File: src/rtl/mcr_map.svh
// Register offsets, field positions and reset values of the collision block
`ifndef MCR_MAP_SVH
`define MCR_MAP_SVH

`define MCR_ADDR_W         8
`define MCR_OFS_CFG        8'h00
`define MCR_OFS_CFG_CLR    8'h04
`define MCR_OFS_CFG_SET    8'h08
`define MCR_OFS_CFG_INV    8'h0C
`define MCR_OFS_STAT       8'h10
`define MCR_OFS_MASK       8'h14

`define MCR_SLOT_LSB       8
`define MCR_SLOT_MSB       13
`define MCR_RETRY_LSB      0
`define MCR_RETRY_MSB      3
`define MCR_CFG_IMPL       32'h00003F0F
`define MCR_CFG_RST        32'h0000370F

`define MCR_ST_EXCESS      0
`define MCR_ST_LATE        1
`define MCR_ST_RETRY       2
`define MCR_ST_IMPL        32'h00000007
`define MCR_ST_ATT_LSB     8
`define MCR_ST_ATT_MSB     11
`define MCR_MASK_RST       32'h00000000

`endif

File: src/rtl/mcr_pkg.sv
// Types shared by the collision window and retry limit block
package mcr_pkg;

	typedef enum logic [2:0] {
		MCR_IDLE = 3'b001,
		MCR_SEND = 3'b010,
		MCR_HOLD = 3'b100
	} mcr_state_t;

	typedef struct packed {
		logic start;
		logic byte_sent;
		logic done;
	} mcr_tx_evt_t;

	typedef struct packed {
		logic retry;
		logic abort;
		logic late;
	} mcr_tx_ans_t;

endpackage

File: src/rtl/mcr_collision_retry.sv
// Collision window and retry limit register with transmit retry logic
//
// Chosen here: the address map and the Avalon-MM register port.
`timescale 1ns/1ps
`default_nettype none
`include "mcr_map.svh"

module mcr_collision_retry (
	input  wire logic                 clock_i,
	input  wire logic                 rst_b_i,
	input  wire logic [7:0]           avs_address_i,
	input  wire logic                 avs_read_i,
	input  wire logic                 avs_write_i,
	input  wire logic [3:0]           avs_byteenable_i,
	input  wire logic [31:0]          avs_writedata_i,
	output var  logic [31:0]          avs_readdata_o,
	output logic                      avs_waitrequest_o,
	input  wire mcr_pkg::mcr_tx_evt_t tx_evt_i,
	input  wire logic                 collision_i,
	output var  mcr_pkg::mcr_tx_ans_t tx_ans_o,
	output logic                      irq_o
);
	import mcr_pkg::*;

	// Legal transfer: full word or either aligned half word
	function automatic logic lanes_ok(input logic [3:0] be);
		lanes_ok = (be == 4'hF) || (be == 4'h3) || (be == 4'hC);
	endfunction

	logic [31:0] cfg_q, cfg_d;
	logic [31:0] stat_q, stat_d;
	logic [31:0] mask_q, mask_d;
	logic [31:0] rdata_d;
	logic        ack_q;
	logic [31:0] lane_mask;
	logic [2:0]  col_sync_q;
	mcr_state_t  state_q, state_d;
	logic [6:0]  byte_cnt_q, byte_cnt_d;
	logic [3:0]  attempt_q, attempt_d;
	mcr_tx_ans_t ans_d;

	// Byte lanes expanded to a bit mask
	genvar gi;
	generate
		for (gi = 0; gi < 4; gi++) begin : g_lane
			assign lane_mask[gi*8 +: 8] = {8{avs_byteenable_i[gi]}};
		end
	endgenerate

	// Bus decode; one wait cycle, then the request completes
	wire req      = avs_read_i | avs_write_i;
	wire legal    = lanes_ok(avs_byteenable_i);
	wire wr_take  = avs_write_i & ack_q & legal;
	wire rd_take  = avs_read_i & legal;
	wire wr_cfg   = wr_take && (avs_address_i == `MCR_OFS_CFG);
	wire wr_clr   = wr_take && (avs_address_i == `MCR_OFS_CFG_CLR);
	wire wr_set   = wr_take && (avs_address_i == `MCR_OFS_CFG_SET);
	wire wr_inv   = wr_take && (avs_address_i == `MCR_OFS_CFG_INV);
	wire wr_stat  = wr_take && (avs_address_i == `MCR_OFS_STAT);
	wire wr_mask  = wr_take && (avs_address_i == `MCR_OFS_MASK);
	wire [31:0] wmask = lane_mask & avs_writedata_i;
	assign avs_waitrequest_o = req & ~ack_q;

	// Config field views
	wire [5:0] slot_window_bytes  = cfg_q[`MCR_SLOT_MSB:`MCR_SLOT_LSB];
	wire [3:0] max_retry_attempts = cfg_q[`MCR_RETRY_MSB:`MCR_RETRY_LSB];

	// Config register with clear, set and invert aliases
	always_comb begin
		cfg_d = cfg_q;
		if (wr_cfg)
			cfg_d = (cfg_q & ~lane_mask) | wmask;
		else if (wr_clr)
			cfg_d = cfg_q & ~wmask;
		else if (wr_set)
			cfg_d = cfg_q | wmask;
		else if (wr_inv)
			cfg_d = cfg_q ^ wmask;
		cfg_d = cfg_d & `MCR_CFG_IMPL;
	end

	// Status: hardware set beats a write-one clear
	always_comb begin
		stat_d = stat_q;
		if (wr_stat)
			stat_d = stat_q & ~wmask;
		stat_d[`MCR_ST_EXCESS] = stat_d[`MCR_ST_EXCESS] | ans_d.abort;
		stat_d[`MCR_ST_LATE]   = stat_d[`MCR_ST_LATE] | ans_d.late;
		stat_d[`MCR_ST_RETRY]  = stat_d[`MCR_ST_RETRY] | ans_d.retry;
		stat_d = stat_d & `MCR_ST_IMPL;
		mask_d = mask_q;
		if (wr_mask)
			mask_d = ((mask_q & ~lane_mask) | wmask) & `MCR_ST_IMPL;
	end

	// Read mux; illegal widths and holes read zero
	always_comb begin
		rdata_d = 32'h00000000;
		if (rd_take) begin
			case (avs_address_i)
				`MCR_OFS_CFG, `MCR_OFS_CFG_CLR,
				`MCR_OFS_CFG_SET, `MCR_OFS_CFG_INV:
					rdata_d = cfg_q & `MCR_CFG_IMPL;
				`MCR_OFS_STAT: begin
					rdata_d = stat_q;
					rdata_d[`MCR_ST_ATT_MSB:`MCR_ST_ATT_LSB] = attempt_q;
				end
				`MCR_OFS_MASK:
					rdata_d = mask_q;
				default:
					rdata_d = 32'h00000000;
			endcase
		end
	end

	// Bus registers
	always_ff @(posedge clock_i or negedge rst_b_i) begin
		if (!rst_b_i) begin
			ack_q          <= 1'b0;
			avs_readdata_o <= 32'h00000000;
			cfg_q          <= `MCR_CFG_RST;
			stat_q         <= 32'h00000000;
			mask_q         <= `MCR_MASK_RST;
			irq_o          <= 1'b0;
		end else begin
			ack_q          <= req & ~ack_q;
			avs_readdata_o <= rdata_d;
			cfg_q          <= cfg_d;
			stat_q         <= stat_d;
			mask_q         <= mask_d;
			irq_o          <= |(stat_d & mask_d);
		end
	end

	// Collision pin synchroniser plus edge history
	always_ff @(posedge clock_i or negedge rst_b_i) begin
		if (!rst_b_i)
			col_sync_q <= 3'b000;
		else
			col_sync_q <= {col_sync_q[1:0], collision_i};
	end
	wire col_rise = col_sync_q[1] & ~col_sync_q[2];

	// Window test: bytes counted so far include preamble and SFD
	wire [6:0] bytes_now = byte_cnt_q + {6'h00, tx_evt_i.byte_sent};
	wire in_window = bytes_now <= {1'b0, slot_window_bytes};
	wire limit_hit = attempt_q >= max_retry_attempts;

	// Transmit attempt state machine
	always_comb begin
		state_d    = state_q;
		byte_cnt_d = byte_cnt_q;
		attempt_d  = attempt_q;
		ans_d      = '0;
		case (state_q)
			MCR_IDLE, MCR_HOLD: begin
				if (tx_evt_i.start) begin
					state_d    = MCR_SEND;
					byte_cnt_d = {6'h00, tx_evt_i.byte_sent};
				end
			end
			MCR_SEND: begin
				if (!byte_cnt_q[6])
					byte_cnt_d = bytes_now;
				if (col_rise && in_window) begin
					if (limit_hit) begin
						ans_d.abort = 1'b1;
						attempt_d   = 4'h0;
						state_d     = MCR_IDLE;
					end else begin
						ans_d.retry = 1'b1;
						attempt_d   = attempt_q + 4'h1;
						state_d     = MCR_HOLD;
					end
				end else if (col_rise) begin
					ans_d.late = 1'b1;
					attempt_d  = 4'h0;
					state_d    = MCR_IDLE;
				end else if (tx_evt_i.done) begin
					attempt_d = 4'h0;
					state_d   = MCR_IDLE;
				end
			end
			default:
				state_d = MCR_IDLE;
		endcase
	end

	// Transmit state registers
	always_ff @(posedge clock_i or negedge rst_b_i) begin
		if (!rst_b_i) begin
			state_q    <= MCR_IDLE;
			byte_cnt_q <= 7'h00;
			attempt_q  <= 4'h0;
			tx_ans_o   <= '0;
		end else begin
			state_q    <= state_d;
			byte_cnt_q <= byte_cnt_d;
			attempt_q  <= attempt_d;
			tx_ans_o   <= ans_d;
		end
	end

	// Checks
	AST_SLOT_RESET: assert property (@(posedge clock_i)
		$rose(rst_b_i) |-> slot_window_bytes == 6'h37)
		else $error("slot window not 0x37 after reset");

	AST_WINDOW_FROM_FIRST: assert property (@(posedge clock_i)
		disable iff (!rst_b_i)
		(state_q != MCR_SEND && tx_evt_i.start && tx_evt_i.byte_sent)
		|=> byte_cnt_q == 7'h01)
		else $error("first byte not counted in window");

	AST_RETRY_COUNT: assert property (@(posedge clock_i)
		disable iff (!rst_b_i)
		(state_q == MCR_SEND && col_rise && in_window && !limit_hit)
		|=> tx_ans_o.retry && attempt_q == $past(attempt_q) + 4'h1)
		else $error("retry not issued or not counted");

	AST_ABORT_AT_LIMIT: assert property (@(posedge clock_i)
		disable iff (!rst_b_i)
		tx_ans_o.abort |-> $past(attempt_q) >= $past(max_retry_attempts))
		else $error("abort before retry limit");

	AST_BYTE_IGNORED: assert property (@(posedge clock_i)
		disable iff (!rst_b_i)
		(avs_write_i && !lanes_ok(avs_byteenable_i)) |=> $stable(cfg_q))
		else $error("8-bit write changed config");

	AST_RESERVED_ZERO: assert property (@(posedge clock_i)
		disable iff (!rst_b_i)
		(avs_read_i && !avs_waitrequest_o && avs_address_i == `MCR_OFS_CFG)
		|-> (avs_readdata_o & ~`MCR_CFG_IMPL) == 32'h00000000)
		else $error("reserved config bits read nonzero");

	AST_EXCESS_FLAG: assert property (@(posedge clock_i)
		disable iff (!rst_b_i)
		tx_ans_o.abort |-> stat_q[`MCR_ST_EXCESS] ##1 stat_q[`MCR_ST_EXCESS])
		else $error("excessive collision flag not set");

	AST_IRQ_LEVEL: assert property (@(posedge clock_i)
		disable iff (!rst_b_i)
		##1 irq_o == |(stat_q & mask_q))
		else $error("interrupt does not follow masked status");

	// Reset, transmit, status and bus checks
	AST_RETRY_RESET: assert property (@(posedge clock_i)
		$rose(rst_b_i) |-> max_retry_attempts == 4'hF)
		else $error("retry limit not 0xF after reset");

	AST_LATE_NO_RETRY: assert property (@(posedge clock_i)
		disable iff (!rst_b_i)
		(state_q == MCR_SEND && col_rise && !in_window)
		|=> tx_ans_o.late && !tx_ans_o.retry && attempt_q == 4'h0)
		else $error("collision past window handled as in-window");

	AST_ABORT_CLEARS: assert property (@(posedge clock_i)
		disable iff (!rst_b_i)
		tx_ans_o.abort |-> attempt_q == 4'h0 && state_q == MCR_IDLE)
		else $error("attempt count kept after abort");

	AST_COUNT_SATURATES: assert property (@(posedge clock_i)
		disable iff (!rst_b_i)
		(state_q == MCR_SEND && byte_cnt_q[6]) |=> byte_cnt_q == 7'h40)
		else $error("window byte count wrapped");

	AST_EXCESS_STICKY: assert property (@(posedge clock_i)
		disable iff (!rst_b_i)
		(stat_q[`MCR_ST_EXCESS] && !(wr_stat && wmask[`MCR_ST_EXCESS]))
		|=> stat_q[`MCR_ST_EXCESS])
		else $error("excessive collision flag lost without clear");

	AST_NARROW_READ_ZERO: assert property (@(posedge clock_i)
		disable iff (!rst_b_i)
		(avs_read_i && !avs_waitrequest_o && !lanes_ok(avs_byteenable_i))
		|-> avs_readdata_o == 32'h00000000)
		else $error("8-bit read returned data");

	AST_WAIT_ONE: assert property (@(posedge clock_i)
		disable iff (!rst_b_i)
		(avs_waitrequest_o && req) |=> !avs_waitrequest_o)
		else $error("more than one wait cycle");

	AST_QUIET_OUTSIDE_SEND: assert property (@(posedge clock_i)
		disable iff (!rst_b_i)
		(state_q != MCR_SEND) |=> tx_ans_o == '0)
		else $error("answer pulse outside a send");

	COV_RETRY: cover property (@(posedge clock_i) disable iff (!rst_b_i)
		tx_ans_o.retry);
	COV_ABORT: cover property (@(posedge clock_i) disable iff (!rst_b_i)
		tx_ans_o.abort);
	COV_LATE: cover property (@(posedge clock_i) disable iff (!rst_b_i)
		tx_ans_o.late);
	COV_HALF_WRITE: cover property (@(posedge clock_i)
		disable iff (!rst_b_i) wr_set && avs_byteenable_i == 4'hC);
	COV_DONE: cover property (@(posedge clock_i) disable iff (!rst_b_i)
		state_q == MCR_SEND && tx_evt_i.done);

endmodule
`default_nettype wire

File: config.mk
export PLATFORM = sky130hd
export DESIGN_NAME = mcr_collision_retry
export DESIGN_NICKNAME = d
export VERILOG_FILES = /design/src/rtl/mcr_pkg.sv /design/src/rtl/mcr_collision_retry.sv
export VERILOG_INCLUDE_DIRS = /design/src /design/src/rtl
export SDC_FILE = /design/constraint.sdc
export NUM_CORES = 1
export LEC_CHECK = 0
export BUFFER_PORTS_ARGS = -buffer_cell sky130_fd_sc_hd__buf_2
export CAP_MARGIN = 10
export CORE_ASPECT_RATIO = 1.2
export CORE_UTILIZATION = 40
export DETAILED_ROUTE_END_ITERATION = 16
export PLACE_DENSITY = 0.6
export SYNTH_ARGS = -nofsm -noshare
export SYNTH_HDL_FRONTEND = slang
export SYNTH_SLANG_ARGS = --single-unit
File: constraint.sdc
create_clock -name clock_i -period 3.2 [get_ports clock_i]
set_input_delay 0.16 -clock clock_i [delete_from_list [all_inputs] [get_ports clock_i]]
set_output_delay 0.16 -clock clock_i [all_outputs]
set_load 0.02 [all_outputs]
### Word-level counts from Yosys, hierarchy flattened

Index checks and enable logic that the tools add are counted.

| word-level totals | value |
|---|---|
| register bits after elaboration | 99 |
| bits in latches | 0 |
| memory bits (writable) | 0 |
| ROM bits | 0 |
| input port bits | 52 |
| output and inout bits | 37 |
| word-level logic and storage cells | 102 |
| memories kept | 0 |

| cells by class | value |
|---|---|
| $add $sub $neg | 2 |
| $mul | 0 |
| divide/modulo/power cells | 0 |
| order comparisons | 2 |
| equal/unequal tests | 14 |
| shifts and indexed selects | 0 |
| mux-type cells | 27 |
| bitwise operators | 23 |
| reductions and logical operators | 20 |

Operators with widths:

| cell | count |
|---|---|
| $pmux W32 S3 | 1 |
| $mux W32 | 2 |
| $mux W14 | 4 |
| $and A14 B14 Y14 | 3 |
| $and A3 B32 Y32 | 1 |
| $reduce_or A32 Y1 | 1 |
| $not A14 Y14 | 2 |
| $or A14 B14 Y14 | 2 |
| $mux W3 | 7 |
| $eq A8 B4 Y1 const B | 2 |
| $eq A8 B5 Y1 const B | 2 |
| $mux W4 | 4 |
| $mux W7 | 2 |
| $pmux W7 S2 | 1 |
| $xor A14 B14 Y14 | 1 |
| $eq A4 B4 Y1 const B | 2 |
| $eq A8 B3 Y1 const B | 1 |
| $logic_not A8 Y1 | 1 |
| $add A7 B1 Y7 | 1 |
| $le A7 B6 Y1 | 1 |
| $logic_and A1 B1 Y1 | 7 |
| $and A3 B3 Y3 | 2 |
| $pmux W3 S2 | 1 |
| $reduce_and A2 Y1 | 3 |
| other kinds (21) | 34 |

### Logic depth before layout (Yosys ltp)

| depth | value |
|---|---|
| depth in word-level cells | 9 |
| gate-level depth with buffers | 11 |

### Least setup slack after synthesis

No wires, ideal clock.

| timing path | value |
|---|---|
| kind | reg2reg |
| start | register byte_cnt_q[0] |
| end | register irq_o |
| library setup time | 0.126 ns |
| data arrival time | 2.633 ns |
| required time | 3.074 ns |
| slack | 0.441 ns |
| stages on the path, launching flop included | 12 |
| path buffers | 0 |
| clock period less this slack | 2.759 ns |
| cell sequence | dfrtp_1 ha_1 ha_1 and3_1 xor2_1 ha_1 a21o_1 a211o_1 o22ai_1 nor3_1 nand2b_1 a221o_1 |

RTL lines:

| item | line | RTL |
|---|---|---|
| start, declared | mcr_collision_retry.sv:38 | `logic [6:0] byte_cnt_q, byte_cnt_d;` |
| start signal, assigned | mcr_collision_retry.sv:198 | `byte_cnt_q <= byte_cnt_d;` |
| end signal, assigned | mcr_collision_retry.sv:131 | `irq_o <= \|(stat_d & mask_d);` |
| end, declared | mcr_collision_retry.sv:21 | `output logic irq_o` |

==> impl_metrics.ini <==
[outcome]
status = completed

[cells_and_area]
nets = 446
stdcell_count = 451
drive_above_1_share_pct = 21.33
final_core_util_pct = 47.16
final_cell_mix = buf_2, dfrtp_1, ha_1, inv_1, nor2_1
fillers = 729
area_growth_pct = 13.54
layout_commonest_cell = buf_2
num_antenna_cells = 0

[global_routing]
grt_pass1_wl_mm = 10.85
grt_remaining_overflow = 0
antenna_found_initial = 0
grt_pass1_vias = 2348
grt_max_degree = 28
grt_use_total_pct = 17.58

[sta]
slew_violations = 0
worst_pin_slew_ns = 0.8997
relSlewSlack_pct = 39.56
rsz0062_at_grt = no
fin_crit_ns = 2.975
fin_setup_tns_ns = 0
period_share_pct = 92.97
whs_ns = 0.08922
max_freq_ghz = 0.3361
final.setup_skew_ns = 0.004924
finalHoldViolCount = 0
setup_violations = 0

[clocking]
path_clk_slew_ns = 0.09
cts_max_level = 2
clock_sinks = 48
cts_tree = yes
ctsRootBufferMaster = clkbuf_8
clk-insertion-delay-late_ns = 0.31
clockBufferDepth = 2
numCtsBuffers = 5

[flow_run]
maxCapViolations = 0

[logic_synthesis]
synth.distinct_cells = 49
synth_seq_cells = 48
yosysWarnings = 0
syn_avg_cell_area_sq_um = 9.804
synthCells = 310
seq_area_frac_synth_pct = 39.93
synthFlopType = dfrtp_1
synth_edf_count = 0
netlist_area_sq_mm = 0.003039
synthArstFlopShare_pct = 100.0

[min_path]
whs_endpoint = state_q[2]$_DFFE_PN0P_
hold_depth = 2
hold_start = tx_evt_i[2]
min_path_type = in2reg

[worst_setup_path]
crit_fanout = 4
r2r_slack_ns = 0.23
cp-start-kind = flip-flop
endpoint_kind = flip-flop
r2r_end = irq_o$_DFF_PN0_
regToRegStartpoint = byte_cnt_q[0]$_DFFE_PN0P_
worstSetupPathType = reg2reg
reg2reg_depth = 11
worstPathRequired_ns = 3.40
worstPathArrival_ns = 3.17

[pwr]
cellLeakagePower_nw = 1.676
power_mw = 1.456
ir_drop_mv = 0.1808
powerDensity_mw_per_mm2 = 421.8

[routing]
vias = 2389
avgRoutedWirePerCell_um = 14.55
drt_iter0_drc = 85
drc = 0
drt_wl_total_mm = 6.563
vias_per_cell = 5.297
ant_nets = 0
drtPass1Iterations = 4

[placed_design]
place_inst = 441
port_buffers = 44
place.gp.congestion = 0.8047
hpwl_mm = 4.979

[floorplanning]
rows = 34
core-area_sq_mm = 0.007317
die_w_um = 81.57
io_pins = 89
die_area_sq_mm = 0.007952
initial_core_util_pct = 41.54
fp.dieH_um = 97.49
==> report_power, final <==
part           switching (mW)  internal [mW]  leakage [nW]
Clock                   0.213          0.276        0.0645
Sequential             0.0327          0.647         0.615
Combinational           0.177          0.110         0.997
Total                   0.422           1.03          1.68
==> layer usage <==
metal / vias to the layer above / part of all wire [%] / global-route usage (%)
met5: - / 0 / 0
met4: 0 / 2.9 / 7.692
met3: 15 / 4.3 / 2.441
met2: 65 / 48 / 29.36
met1: 1133 / 44 / 22.04
li1: 1176 / - / -
==> worst max-delay path, cell delays in order, from the launching register on <==
cell      delay (ns)
dfrtp_1         0.39
ha_1            0.22
ha_1            0.21
and3_1          0.20
xor2_1          0.21
ha_1            0.28
a21o_1          0.18
a211o_1         0.30
o22ai_2         0.23
nor3_1          0.11
nand2b_1        0.18
a221o_1         0.35
==> Yosys cell counts (all sizes together) (2+ instances only) <==
cell type   n  area share, %
mux2        2           0.99
ha         34             14
dfstp      10            8.6
a221oi     10            2.9
buf        22            5.4
nand4       5            1.2
nor3        4           0.82
inv        29            3.6
nand2b      5            1.0
clkbuf      6           0.74
nor2       26            3.2
o21ai       7            1.2
nor4bb      2           0.66
a22o        5            1.4
a22oi       8            2.0
o31ai       5            1.2
nand4b      3           0.86
dfrtp      38             31
xnor2       3           0.86
nand3b      4           0.99
o221ai     10            2.9
nand2      24            3.0
and2        2           0.41
a21oi       8            1.3
and3        5            1.0
xor2        3           0.86
nand3      12            2.0
nor3b       2           0.66
==> cell type report <==
type                    instances  area [sq um]  area share, %
multi-input cells             226          1619          46.92
flip-flops and latches         48          1214          35.17
repair buffers                 50         270.3          7.832
well taps                      90         112.6          3.263
inverters                      29         108.9          3.154
clock buffers                   7         96.34          2.792
clock inverters                 1         30.03         0.8702
==> cells by family (layout without fill, tap and decap cells) <==
group           count (synthesis)  count (layout)  synth area share (%)
fa+ha+maj                      34              34                 14.00
buf+inv                        57              87                 9.757
mux                             2               2                0.9881
xor+xnor                        6               6                 1.729
other cells                     1              22                0.1234
compound gates                 63              63                 15.85
flops                          48              48                 39.93
simple gates                   99              99                 17.62
==> metrics by stage <==
stage	setup WS [ns]	area [sq um]
floorplan	0.4414	3118
global placement	0.1847	3293
detailed placement	0.09175	3293
CTS	0.08505	3440
global route	0.02054	3451
finish	0.2251	3451
==> how the worst max path moves through the flow <==
stage | to | from | cells past startpoint | slack [ns]
after global placement | irq_o$_DFF_PN0_ | byte_cnt_q[0]$_DFFE_PN0P_ | 11 | 0.18
after CTS | irq_o$_DFF_PN0_ | byte_cnt_q[0]$_DFFE_PN0P_ | 11 | 0.09
final | irq_o$_DFF_PN0_ | byte_cnt_q[0]$_DFFE_PN0P_ | 11 | 0.23
after detailed placement | irq_o$_DFF_PN0_ | byte_cnt_q[0]$_DFFE_PN0P_ | 11 | 0.09
after global routing | irq_o$_DFF_PN0_ | byte_cnt_q[0]$_DFFE_PN0P_ | 11 | 0.02
after floorplan | irq_o$_DFF_PN0_ | byte_cnt_q[0]$_DFFE_PN0P_ | 11 | 0.44
==> timing repair <==
action | 4_1_cts | 5_1_grt
setup buffers | 0 | 0
hold endpoints to repair | 26 | 0
gates resized for setup | 0 | 2
hold buffers | 2 | 0
setup endpoints to repair | 0 | 4
(Power assumes the default switching activity.)
